File: config.mk
export PLATFORM = sky130hd
export DESIGN_NAME = auf_uart
export DESIGN_NICKNAME = d
export VERILOG_FILES = /design/src/rtl/auf_pkg.sv /design/src/rtl/auf_uart.sv /design/src/rtl/auf_shifter.sv
export SDC_FILE = /design/constraint.sdc
export NUM_CORES = 1
export LEC_CHECK = 0
export ABC_CLOCK_PERIOD_IN_PS = 3900
export BUFFER_PORTS_ARGS = -buffer_cell sky130_fd_sc_hd__buf_2
export CORE_ASPECT_RATIO = 0.8
export CORE_UTILIZATION = 30
export CTS_BUF_LIST = sky130_fd_sc_hd__clkbuf_4 sky130_fd_sc_hd__clkbuf_8
export DETAILED_ROUTE_END_ITERATION = 10
export PLACE_DENSITY = 0.46
export SKIP_LAST_GASP = 1
export SYNTH_ARGS = -nofsm -noshare
export SYNTH_HDL_FRONTEND = slang
export SYNTH_SLANG_ARGS = --single-unit
File: constraint.sdc
create_clock -name aclk -period 3.9 [get_ports aclk]
set_clock_uncertainty 0.05 [all_clocks]
set_input_delay 0.78 -clock aclk [delete_from_list [all_inputs] [get_ports aclk]]
set_output_delay 0.78 -clock aclk [all_outputs]
set_load 0.02 [all_outputs]
File: src/rtl/auf_pkg.sv
// package: register map, field positions, modes and timing constants for the uart core
package auf_pkg;
  // register byte offsets
  localparam logic [7:0] OFS_CTRL   = 8'h00;
  localparam logic [7:0] OFS_STATUS = 8'h04;
  localparam logic [7:0] OFS_DIV    = 8'h08;
  localparam logic [7:0] OFS_TXHOLD = 8'h0c;
  localparam logic [7:0] OFS_RXDATA = 8'h10;
  // control field positions
  localparam int CTL_MODE_LSB = 0;
  localparam int CTL_TXEN     = 4;
  localparam int CTL_RXEN     = 5;
  localparam int CTL_ARM      = 6;
  localparam int CTL_PRESCALE = 7;
  localparam int CTL_WAKE     = 8;
  localparam int CTL_INVERT   = 9;
  localparam int CTL_STOP2    = 10;
  // status field positions
  localparam int ST_DONE   = 0;
  localparam int ST_QUIET  = 1;
  localparam int ST_TXFREE = 2;
  localparam int ST_RXFULL = 3;
  localparam int ST_PERR   = 4;
  localparam int ST_FERR   = 5;
  localparam int ST_ADDR   = 6;
  // reset values
  localparam logic [15:0] DIV_RESET  = 16'h0000;
  localparam logic [10:0] CTRL_RESET = 11'h000;
  // prescale ratios: base clock fosc/4 or fosc/16, measurement eight times slower
  localparam logic [6:0] PRE_FAST = 7'h03;
  localparam logic [6:0] PRE_SLOW = 7'h0f;
  localparam int ABD_RATIO = 8;
  localparam logic [3:0] OVERSAMPLE_LAST = 4'hf;
  localparam logic [3:0] OVERSAMPLE_MID  = 4'h7;
  // axi responses
  localparam logic [1:0] RESP_OKAY   = 2'b00;
  localparam logic [1:0] RESP_SLVERR = 2'b10;
  // character formats
  typedef enum logic [2:0] {
    AUF_MODE_7BIT = 3'b000,
    AUF_MODE_8BIT = 3'b001,
    AUF_MODE_EVEN = 3'b010,
    AUF_MODE_ODD  = 3'b011,
    AUF_MODE_ADDR = 3'b100,
    AUF_MODE_LIN  = 3'b101,
    AUF_MODE_DALI = 3'b110
  } auf_mode_t;
endpackage

File: src/rtl/auf_uart.sv
// uart core: framing, rate generator, autobaud measurement and axi4-lite registers
// Contract
// - five formats: 7, 8, even, odd, address
// - transmit line idles at mark
// - start, data, optional ninth, stop bits
// - start is space, stop is mark
// - bit lasts one baud from 16-bit divisor
// - data bits go lsb first
// - tx and rx independent, shared format
// - hardware makes and checks parity
// - shifter loads only from holding register
// - autobaud only in 8-bit and lin
// - dali mode ignores arm bit
// - first falling edge starts, receiver held idle
// - fifth fall stores count, clears arm, flags
// - quiet low first fall, high fifth rise
// - divisor keeps old value until done
// - measurement at one eighth base rate
// - wake with arm skips the break
// - invert changes tx pin at once
//
// The implementer's own choices: the AXI4-Lite interface to the registers and the address map.
module auf_uart (
  input  wire logic        aclk,
  input  wire logic        aresetn,
  input  wire logic        clk_en,
  input  wire logic [7:0]  s_axi_awaddr,
  input  wire logic        s_axi_awvalid,
  output logic             s_axi_awready,
  input  wire logic [31:0] s_axi_wdata,
  input  wire logic [3:0]  s_axi_wstrb,
  input  wire logic        s_axi_wvalid,
  output logic             s_axi_wready,
  output logic [1:0]       s_axi_bresp,
  output logic             s_axi_bvalid,
  input  wire logic        s_axi_bready,
  input  wire logic [7:0]  s_axi_araddr,
  input  wire logic        s_axi_arvalid,
  output logic             s_axi_arready,
  output logic [31:0]      s_axi_rdata,
  output logic [1:0]       s_axi_rresp,
  output logic             s_axi_rvalid,
  input  wire logic        s_axi_rready,
  input  wire logic        rx_line,
  output logic             tx_line
);
  logic [10:0] ctrl_q;
  logic [15:0] div_q;
  logic [8:0]  hold_q;
  logic        hold_full_q;
  logic [8:0]  rxd_q;
  logic        rx_full_q, perr_q, ferr_q, done_flag_q;
  logic        aw_q, w_q;
  logic [7:0]  awa_q;
  logic [31:0] wd_q;
  logic [3:0]  ws_q;
  logic        bvalid_q, rvalid_q, awready_q, wready_q, arready_q;
  logic [1:0]  bresp_q, rresp_q;
  logic [31:0] rdata_q;
  logic        tx_q;
  logic [6:0]  pre_q;
  logic [15:0] rdiv_q;
  logic [2:0]  oct_q;
  logic [15:0] meas_q;
  logic [2:0]  falls_q, rises_q;
  logic        meas_q_on, quiet_q, rx_d1_q, skip_q;
  logic        brk_seen_q;

  // control decode
  wire auf_pkg::auf_mode_t mode = auf_pkg::auf_mode_t'(ctrl_q[auf_pkg::CTL_MODE_LSB +: 3]);
  wire logic arm      = ctrl_q[auf_pkg::CTL_ARM];
  wire logic txen     = ctrl_q[auf_pkg::CTL_TXEN];
  wire logic rxen     = ctrl_q[auf_pkg::CTL_RXEN];
  wire logic prescale = ctrl_q[auf_pkg::CTL_PRESCALE];
  wire logic wake     = ctrl_q[auf_pkg::CTL_WAKE];
  wire logic invert   = ctrl_q[auf_pkg::CTL_INVERT];
  wire logic stop2    = ctrl_q[auf_pkg::CTL_STOP2];
  wire logic ninth    = (mode == auf_pkg::AUF_MODE_EVEN) || (mode == auf_pkg::AUF_MODE_ODD) ||
                        (mode == auf_pkg::AUF_MODE_ADDR);
  wire logic seven    = mode == auf_pkg::AUF_MODE_7BIT;
  // lin runs autobaud on its own; dali and parity modes never do
  wire logic abd_mode = (mode == auf_pkg::AUF_MODE_8BIT && arm) ||
                        (mode == auf_pkg::AUF_MODE_LIN);
  // data+ninth+stop count (start excluded); second stop only on tx
  wire logic [3:0] nb_rx = (seven ? 4'h7 : 4'h8) + {3'h0, ninth} + 4'h1;
  wire logic [3:0] nb_tx = nb_rx + {3'h0, stop2};
  wire logic [7:0] dbyte = seven ? {1'b0, hold_q[6:0]} : hold_q[7:0];
  wire logic par_t = ^dbyte ^ (mode == auf_pkg::AUF_MODE_ODD);
  wire logic nine_v = !ninth ? 1'b1 : (mode == auf_pkg::AUF_MODE_ADDR) ? hold_q[8] : par_t;
  wire logic [8:0] tx_load = seven ? {2'b11, hold_q[6:0]} : {nine_v, dbyte}; // stop fills slot

  // rate generator: prescale then 16x oversample tick from divisor
  wire logic [6:0] pre_lim = prescale ? auf_pkg::PRE_FAST : auf_pkg::PRE_SLOW;
  wire logic base_tick = pre_q == pre_lim;
  wire logic os_tick   = base_tick && rdiv_q == div_q;
  wire logic abd_tick  = base_tick && oct_q == 3'(auf_pkg::ABD_RATIO - 1);
  always_ff @(posedge aclk)
  begin
    if (!aresetn)
    begin
      pre_q  <= 7'h00;
      rdiv_q <= 16'h0000;
      oct_q  <= 3'h0;
    end
    else if (clk_en)
    begin
      pre_q  <= base_tick ? 7'h00 : pre_q + 7'h01;
      if (base_tick)
      begin
        rdiv_q <= (rdiv_q == div_q) ? 16'h0000 : rdiv_q + 16'h0001;
        oct_q  <= oct_q + 3'h1;
      end
    end
  end

  // autobaud: edges of rx time the measurement counter
  wire logic fall = rx_d1_q && !rx_line;
  wire logic rise = !rx_d1_q && rx_line;
  wire logic abd_end = meas_q_on && fall && falls_q == 3'h4;
  always_ff @(posedge aclk)
  begin
    if (!aresetn)
    begin
      rx_d1_q   <= 1'b1;
      meas_q_on <= 1'b0;
      meas_q    <= 16'h0000;
      falls_q   <= 3'h0;
      rises_q   <= 3'h0;
      quiet_q   <= 1'b1;
      skip_q    <= 1'b0;
      brk_seen_q <= 1'b0;
    end
    else if (clk_en)
    begin
      rx_d1_q <= rx_line;
      if (!abd_mode)
      begin
        meas_q_on  <= 1'b0;
        skip_q     <= 1'b0;
        brk_seen_q <= 1'b0;
      end
      else if (!meas_q_on && fall && wake && !skip_q && !brk_seen_q)
        skip_q <= 1'b1; // break falls, wait for its end
      else if (skip_q && rise)
      begin
        skip_q     <= 1'b0;
        brk_seen_q <= 1'b1; // only one break is skipped, the sync is timed
      end
      else if (!meas_q_on && fall && !skip_q)
      begin
        meas_q_on <= 1'b1;
        meas_q    <= 16'h0000;
        falls_q   <= 3'h1;
        rises_q   <= 3'h0;
        quiet_q   <= 1'b0;
      end
      else if (meas_q_on)
      begin
        if (abd_tick)
          meas_q <= meas_q + 16'h0001;
        if (fall)
          falls_q <= falls_q + 3'h1;
        if (abd_end)
        begin
          meas_q_on  <= 1'b0;
          brk_seen_q <= 1'b0;
        end
      end
      if (!quiet_q && rise)
      begin
        rises_q <= rises_q + 3'h1;
        if (rises_q == 3'h4)
          quiet_q <= 1'b1;
      end
    end
  end

  // transmit and receive engines share format and rate only
  logic       tx_busy, tx_done, rx_busy, rx_done, tx_raw;
  logic [9:0] rx_frame;
  wire logic tx_go = txen && hold_full_q && !tx_busy;
  wire logic rx_go = rxen && !abd_mode && fall && !rx_busy;
  auf_shifter u_tx (
    .aclk      (aclk),
    .aresetn   (aresetn),
    .ce        (clk_en),
    .tick      (os_tick),
    .is_tx     (1'b1),
    .start     (tx_go),
    .nbits     (nb_tx),
    .load_data (tx_load),
    .line_in   (1'b1),
    .busy      (tx_busy),
    .line_out  (tx_raw),
    .frame_q   (),
    .done      (tx_done)
  );
  auf_shifter u_rx (
    .aclk      (aclk),
    .aresetn   (aresetn),
    .ce        (clk_en),
    .tick      (os_tick),
    .is_tx     (1'b0),
    .start     (rx_go),
    .nbits     (nb_rx),
    .load_data (9'h1ff),
    .line_in   (rx_line),
    .busy      (rx_busy),
    .line_out  (),
    .frame_q   (rx_frame),
    .done      (rx_done)
  );
  // received frame right-aligned; data at top end sits below stop bit
  wire logic [9:0] rx_al   = rx_frame >> (4'd10 - nb_rx);
  wire logic [8:0] rx_data = seven ? {2'b00, rx_al[6:0]} : rx_al[8:0];
  wire logic rx_stop = seven ? rx_al[7] : (ninth ? rx_al[9] : rx_al[8]);
  wire logic rx_perr = ((mode == auf_pkg::AUF_MODE_EVEN) || (mode == auf_pkg::AUF_MODE_ODD)) &&
                       ((^rx_al[8:0]) != (mode == auf_pkg::AUF_MODE_ODD));

  // axi write and read channel decode
  wire logic wr_go = aw_q && w_q && !bvalid_q;
  wire logic wr_hi = ws_q[1];
  wire logic wr_lo = ws_q[0];
  wire logic wr_ctrl = wr_go && awa_q == auf_pkg::OFS_CTRL;
  wire logic wr_stat = wr_go && awa_q == auf_pkg::OFS_STATUS;
  wire logic wr_div  = wr_go && awa_q == auf_pkg::OFS_DIV;
  wire logic wr_hold = wr_go && awa_q == auf_pkg::OFS_TXHOLD;
  wire logic wr_ok   = wr_ctrl || wr_stat || wr_div || wr_hold;
  wire logic rd_go   = s_axi_arvalid && arready_q;
  wire logic rd_rx   = rd_go && s_axi_araddr == auf_pkg::OFS_RXDATA;
  wire logic [31:0] stat_word = {25'h0, rxd_q[8] && mode == auf_pkg::AUF_MODE_ADDR, ferr_q,
                                 perr_q, rx_full_q, !hold_full_q, quiet_q, done_flag_q};
  wire logic [31:0] rd_word =
    (s_axi_araddr == auf_pkg::OFS_CTRL)   ? {21'h0, ctrl_q} :
    (s_axi_araddr == auf_pkg::OFS_STATUS) ? stat_word :
    (s_axi_araddr == auf_pkg::OFS_DIV)    ? {16'h0, div_q} :
    (s_axi_araddr == auf_pkg::OFS_RXDATA) ? {23'h0, rxd_q} : 32'h0; // holding reg reads 0
  wire logic rd_ok = s_axi_araddr == auf_pkg::OFS_CTRL || s_axi_araddr == auf_pkg::OFS_STATUS ||
                     s_axi_araddr == auf_pkg::OFS_DIV || s_axi_araddr == auf_pkg::OFS_RXDATA ||
                     s_axi_araddr == auf_pkg::OFS_TXHOLD;

  // axi handshake: capture address and data in either order, then respond
  always_ff @(posedge aclk)
  begin
    if (!aresetn)
    begin
      aw_q <= 1'b0; w_q <= 1'b0; awa_q <= 8'h00; wd_q <= 32'h0; ws_q <= 4'h0;
      awready_q <= 1'b1; wready_q <= 1'b1; arready_q <= 1'b1;
      bvalid_q <= 1'b0; rvalid_q <= 1'b0; bresp_q <= 2'b00; rresp_q <= 2'b00;
      rdata_q <= 32'h0;
    end
    else if (clk_en)
    begin
      if (s_axi_awvalid && awready_q)
      begin
        aw_q <= 1'b1; awa_q <= s_axi_awaddr; awready_q <= 1'b0;
      end
      if (s_axi_wvalid && wready_q)
      begin
        w_q <= 1'b1; wd_q <= s_axi_wdata; ws_q <= s_axi_wstrb; wready_q <= 1'b0;
      end
      if (wr_go)
      begin
        bvalid_q <= 1'b1;
        bresp_q  <= wr_ok ? auf_pkg::RESP_OKAY : auf_pkg::RESP_SLVERR;
        aw_q <= 1'b0; w_q <= 1'b0;
      end
      if (bvalid_q && s_axi_bready)
      begin
        bvalid_q <= 1'b0; awready_q <= 1'b1; wready_q <= 1'b1;
      end
      if (rd_go)
      begin
        rvalid_q <= 1'b1; arready_q <= 1'b0; rdata_q <= rd_word;
        rresp_q <= rd_ok ? auf_pkg::RESP_OKAY : auf_pkg::RESP_SLVERR;
      end
      if (rvalid_q && s_axi_rready)
      begin
        rvalid_q <= 1'b0; arready_q <= 1'b1;
      end
    end
  end

  // software registers; hardware sets beat software clears
  always_ff @(posedge aclk)
  begin
    if (!aresetn)
    begin
      ctrl_q <= auf_pkg::CTRL_RESET; div_q <= auf_pkg::DIV_RESET;
      hold_q <= 9'h000; hold_full_q <= 1'b0; rxd_q <= 9'h000;
      rx_full_q <= 1'b0; perr_q <= 1'b0; ferr_q <= 1'b0; done_flag_q <= 1'b0;
    end
    else if (clk_en)
    begin
      if (wr_ctrl && wr_lo)
        ctrl_q[7:0] <= wd_q[7:0];
      if (wr_ctrl && wr_hi)
        ctrl_q[10:8] <= wd_q[10:8];
      if (wr_div && wr_lo)
        div_q[7:0] <= wd_q[7:0]; // low divisor byte
      if (wr_div && wr_hi)
        div_q[15:8] <= wd_q[15:8]; // high divisor byte
      if (abd_end)
      begin
        div_q <= meas_q;
        ctrl_q[auf_pkg::CTL_ARM] <= 1'b0;
      end
      if (wr_stat && wr_lo && wd_q[auf_pkg::ST_DONE])
        done_flag_q <= 1'b0;
      if (abd_end)
        done_flag_q <= 1'b1;
      if (tx_go)
        hold_full_q <= 1'b0;
      if (wr_hold && wr_lo)
      begin
        hold_q <= wd_q[8:0]; hold_full_q <= 1'b1;
      end
      if (rd_rx)
        rx_full_q <= 1'b0;
      if (rx_done)
      begin
        rxd_q <= rx_data; rx_full_q <= 1'b1;
        perr_q <= rx_perr; ferr_q <= !rx_stop;
      end
    end
  end

  // pin register; polarity applies regardless of txen, on every clk_en cycle
  always_ff @(posedge aclk)
  begin
    if (!aresetn)
      tx_q <= 1'b1;
    else if (clk_en)
      tx_q <= (txen ? tx_raw : 1'b1) ^ invert;
  end

  assign s_axi_awready = awready_q;
  assign s_axi_wready  = wready_q;
  assign s_axi_bvalid  = bvalid_q;
  assign s_axi_bresp   = bresp_q;
  assign s_axi_arready = arready_q;
  assign s_axi_rvalid  = rvalid_q;
  assign s_axi_rresp   = rresp_q;
  assign s_axi_rdata   = rdata_q;
  assign tx_line       = tx_q;

  chk_idle_mark: assert property (@(posedge aclk) disable iff (!aresetn)
    clk_en && !tx_busy && !invert |=> tx_line) else $error("tx not at mark when idle");
  chk_arm_clear: assert property (@(posedge aclk) disable iff (!aresetn)
    clk_en && abd_end |=> !arm && done_flag_q) else $error("autobaud end not flagged");
  chk_div_load: assert property (@(posedge aclk) disable iff (!aresetn)
    clk_en && abd_end |=> div_q == $past(meas_q)) else $error("divisor not loaded");
  chk_div_hold: assert property (@(posedge aclk) disable iff (!aresetn)
    meas_q_on && !abd_end && !wr_div |=> $stable(div_q)) else $error("divisor moved");
  chk_rx_held: assert property (@(posedge aclk) disable iff (!aresetn)
    clk_en && abd_mode && !rx_busy |=> !rx_busy) else $error("receiver started during autobaud");
  chk_invert_now: assert property (@(posedge aclk) disable iff (!aresetn)
    clk_en && $changed(invert) && !$changed(tx_raw) && !$changed(txen) |=> $changed(tx_line))
    else $error("invert did not flip pin");
  chk_dali_arm: assert property (@(posedge aclk) disable iff (!aresetn)
    mode == auf_pkg::AUF_MODE_DALI |-> !abd_mode) else $error("dali autobaud");
  chk_done_sticky: assert property (@(posedge aclk) disable iff (!aresetn)
    done_flag_q && !wr_stat |=> done_flag_q) else $error("done flag lost");
endmodule

File: src/rtl/auf_shifter.sv
// serial frame engine: one instance per direction, counts oversampled ticks
module auf_shifter (
  input  wire logic        aclk,
  input  wire logic        aresetn,
  input  wire logic        ce,
  input  wire logic        tick,
  input  wire logic        is_tx,
  input  wire logic        start,
  input  wire logic [3:0]  nbits,
  input  wire logic [8:0]  load_data,
  input  wire logic        line_in,
  output logic             busy,
  output logic             line_out,
  output logic [9:0]       frame_q,
  output logic             done
);
  logic [3:0]  phase_q;
  logic [3:0]  bitn_q;
  logic [10:0] sh_q;
  logic        busy_q;
  logic        out_q;
  logic        done_q;
  // tx samples at end of a bit, rx samples mid-bit
  wire logic [3:0] samp_at = is_tx ? auf_pkg::OVERSAMPLE_LAST : auf_pkg::OVERSAMPLE_MID;
  wire logic       at_samp = tick && (phase_q == samp_at);
  wire logic       last    = bitn_q == nbits;

  assign busy     = busy_q;
  assign line_out = out_q;
  assign done     = done_q;
  assign frame_q  = sh_q[10:1];

  // frame sequencer: start, data lsb first, optional ninth, stop
  always_ff @(posedge aclk)
  begin
    if (!aresetn)
    begin
      busy_q  <= 1'b0;
      out_q   <= 1'b1;
      done_q  <= 1'b0;
      phase_q <= 4'h0;
      bitn_q  <= 4'h0;
      sh_q    <= 11'h7ff;
    end
    else if (ce)
    begin
      done_q <= 1'b0;
      if (!busy_q && start)
      begin
        busy_q  <= 1'b1;
        phase_q <= 4'h0;
        bitn_q  <= 4'h0;
        sh_q    <= {1'b1, load_data, 1'b0};
        out_q   <= is_tx ? 1'b0 : 1'b1;
      end
      else if (busy_q && tick)
      begin
        phase_q <= phase_q + 4'h1;
        if (at_samp)
        begin
          bitn_q <= bitn_q + 4'h1;
          if (is_tx)
          begin
            sh_q  <= {1'b1, sh_q[10:1]};
            out_q <= last ? 1'b1 : sh_q[1];
          end
          else
            sh_q <= {line_in, sh_q[10:1]};
          if (last)
          begin
            busy_q <= 1'b0;
            done_q <= 1'b1;
          end
        end
      end
    end
  end
endmodule

==> run_results.csv <==
group,metric,value,unit
outcome,outcome,"finished clean",
layout,layout-drive-gt1-share,0.1244,
clocking,hold_buffers,0,
clocking,cell_at_the_root_of_the_clock_tree,"clkbuf_8",
place,port-buffer-count,66,
sta,worst-slew-pin-transition,946.7,ps
worst_setup_path,path_max_fanout,13,
place,numPlacedInstances,1532,
yosys,mappedNetlistArea,9151,sq um
layout,layout.cells.non_filler,1564,
power_and_ir_drop,pwr_density_cell,357.0,nW/um^2
floorplan,floorplan.die.width,197.3,um
global_routing,grtUsageMet2,0.2368,
yosys,yosys.cell_types.count,67,
routing,viasPerCell,4.834,
routing,routed_wirelength,25220,um
yosys,synthTopCellsByArea,"dfxtp_1 (42%), nand2_1 (7.2%), nor2_1 (5.9%)",
worst_setup_path,critical_path.startpoint_type,"register",
global_routing,grt_busiest_layer,"met1",
yosys,synth_top_cell_area_share,0.4244,
sta,finalHoldViolations,0,
worst_hold_path,min-delay-path-class,"reg2reg",
clocking,cts-root-to-sink-buffers,2,
routing,dr_total_vias,7560,
sta,post_route_fraction_of_the_period_consumed_by_the_critical_path,0.8829,
layout,nFillCells,3158,
floorplan,coreArea,29640,sq um
global_routing,global_route.usage.total,0.1670,
routing,first_iter_violations,482,
global_routing,grt_first_pass_wirelength,39880,um
worst_setup_path,end_kind,"register",
yosys,proportion_of_synthesized_flip_flops_having_asynchronous_set_or_reset,0,
floorplan,dieHeight,158.2,um
floorplan,initial_core_util,0.3088,
yosys,ys_top_cells_by_count,"dfxtp_1 (194), nand2_1 (176), nor2_1 (143), a21oi_1 (60), xor2_1 (50)",
global_routing,number_of_antenna_violations_at_the_first_check_in_global_routing,0,
power_and_ir_drop,irDropWorstVdd,0.2054,mV
routing,wl_per_cell,16.12,um
global_routing,vias_in_the_first_global_route,6890,
power_and_ir_drop,power.static_leakage,4.043,nW
yosys,post-synth-top-count-cell,"dfxtp_1",
global_routing,total_global_routing_overflow,0,
sta,drv_slew,0,
routing,ant_nets,0,
worst_setup_path,r2r.worst_path.cells,10,
clocking,cts_setup_buffers,0,
sta,unrepaired_setup_endpoints_after_global_routing,"no",
sta,timing.final.setup_violations,0,
global_routing,grt_start_max_net_pins,82,
routing,drt_pre_antenna_iters,5,
power_and_ir_drop,p_total,0.003671,W
global_routing,grtUsageMet3,0.02620,
yosys,total_of_warnings_raised_by_yosys,0,
yosys,netlist_instances,1097,
floorplan,floorplan.io_pins,103,
worst_setup_path,crit_arrival,3780,ps
sta,maxSlewHeadroom,0.3689,
clocking,tritoncts,"done",
worst_setup_path,worstReg2RegStart,"ctrl_q[2]",
floorplan,die_area,31210,sq um
worst_setup_path,launching_element_of_the_worst_setup_path,"ctrl_q[2]",
worst_setup_path,setup.worst_path.class,"reg2reg",
place,gp_congestion,0.7895,
yosys,yosys_register_bits,194,
worst_setup_path,rr_endpoint,"perr_q",
yosys,synthesis.area_per_instance,8.342,sq um
sta,final.min_clock_period,3443,ps
job,max_cap_viols,0,
sta,fmax,290.4,MHz
global_routing,global_route.usage.met1,0.2564,
clocking,clock_insertion_delay_worst_skew,490,ps
layout,syn_to_final_growth,12.36,%
layout,antenna_cells_inserted,0,
clocking,clk_pin_slew,110,ps
worst_setup_path,worst_setup_slack_for_register_to_register_paths,460,ps
yosys,synth_top_flop_cell,"dfxtp_1",
yosys,netlist.top_cell.by_area,"dfxtp_1",
clocking,cts.sink_count,194,
layout,num-nets-final,1221,
floorplan,rows,56,
yosys,synth.yosys.seq_area_share,0.4244,
clocking,cts_made_buffers,17,
clocking,cts_resized,0,
worst_setup_path,setup.worst_path.end,"perr_q",
clocking,htree_num_levels,4,
layout,fin_util,0.3469,
yosys,synth_enable_flop_cells,0,
sta,totalNegativeSetupSlack,0,ps
place,dpl.hpwl,18150,um
routing,drc,0,
worst_setup_path,worstPathRequired,4240,ps
## cell type report
| cell class | instances | area, sq um | area share |
|---|---|---|---|
| sequential | 194 | 3884 | 0.3777 |
| clock inverter | 13 | 172.7 | 0.01679 |
| tap | 406 | 508.0 | 0.04940 |
| timing repair buffer | 89 | 503.0 | 0.04892 |
| clock buffer | 19 | 249.0 | 0.02422 |
| inverter | 21 | 78.83 | 0.007666 |
| multi-input combinational | 822 | 4887 | 0.4753 |
## logic make-up (layout without fill, tap and decap cells)
kind of cell / after synthesis / count (layout) / share of synthesized area
flip-flops: 194 / 194 / 0.4244
multiplexers: 32 / 32 / 0.04197
XOR/XNOR: 73 / 73 / 0.07287
adder cells (fa/ha/maj): 15 / 15 / 0.02051
AND/OR/NAND/NOR: 496 / 496 / 0.2510
other: 1 / 18 / 0.0004098
AO/OA/AOI/OAI: 188 / 188 / 0.1389
buffers and inverters: 98 / 142 / 0.04990
## per-stage QoR
step / hold WS, ps / cell area, sq um / setup WS (ps)
2_1_floorplan: 386.0 / 9215 / 775.5
5_1_grt: 428.8 / 10280 / 178.3
3_5_place_dp: 393.7 / 9861 / 520.8
4_1_cts: 408.0 / 10280 / 490.5
6_report: 403.4 / 10280 / 456.8
3_3_place_gp: 391.3 / 9861 / 600.8
## report_power, final
part           internal [W]  switching [W]  total, W
Clock              0.000661       0.000771   0.00143
Sequential          0.00201      0.0000256   0.00203
Combinational     0.0000657       0.000140  0.000206
## critical path, stage by stage (launching register included)
cell and delay (ps):
dfxtp_1 610, nor2b_1 170, a21oi_1 250, inv_1 100, ha_1 450, mux4_2 350
nand2_1 100, xnor3_1 400, xor2_1 190, xnor3_1 420, o41ai_1 240
## how the worst min path moves through the flow
stage | end | startpoint | cells past startpoint
floorplan | awa_q[6] | awa_q[6] | 2
global placement | s_axi_rdata[15] | s_axi_rdata[15] | 2
detailed placement | s_axi_rdata[15] | s_axi_rdata[15] | 2
CTS | s_axi_rdata[11] | s_axi_rdata[11] | 2
global route | s_axi_rdata[15] | s_axi_rdata[15] | 2
finish | s_axi_rdata[15] | s_axi_rdata[15] | 2
## routing by layer
| layer | vias to the layer above | wire (um) |
|---|---|---|
| met3 | 16 | 963 |
| met1 | 3554 | 13700 |
| met4 | 0 | 238 |
| li1 | 3857 | - |
| met5 | - | 0 |
| met2 | 133 | 10320 |
## state kept, by name, summed over array words and instances (netlist names), 2 cells and up
name and flops:
div_q 16, meas_q 16, rdiv_q 16, s_axi_rdata 16
wd_q 16, ctrl_q 11, u_rx.sh_q 10, hold_q 9
rxd_q 9, u_tx.sh_q 9, awa_q 8, pre_q 7
u_rx.bitn_q 4, u_rx.phase_q 4, u_tx.bitn_q 4, u_tx.phase_q 4
falls_q 3, oct_q 3, rises_q 3, ws_q 2
## placed cells by master (no fill, tap or decap), drive strengths merged, types with 9 or more instances in the layout
cell / n
dfxtp: 194
nand2: 176
nor2: 143
buf: 89
a21oi: 60
xor2: 50
nand3: 36
o21ai: 33
mux2i: 26
nor2b: 26
nor3: 26
inv: 26
xnor2: 21
nand4: 19
clkbuf: 19
conb: 18
a311oi: 16
ha: 15
a21boi: 12
and3: 11
a221oi: 11
nor4: 11
a211oi: 10
or3: 9
a22oi: 9
and2: 9
Power figures use the tool's default switching activity.
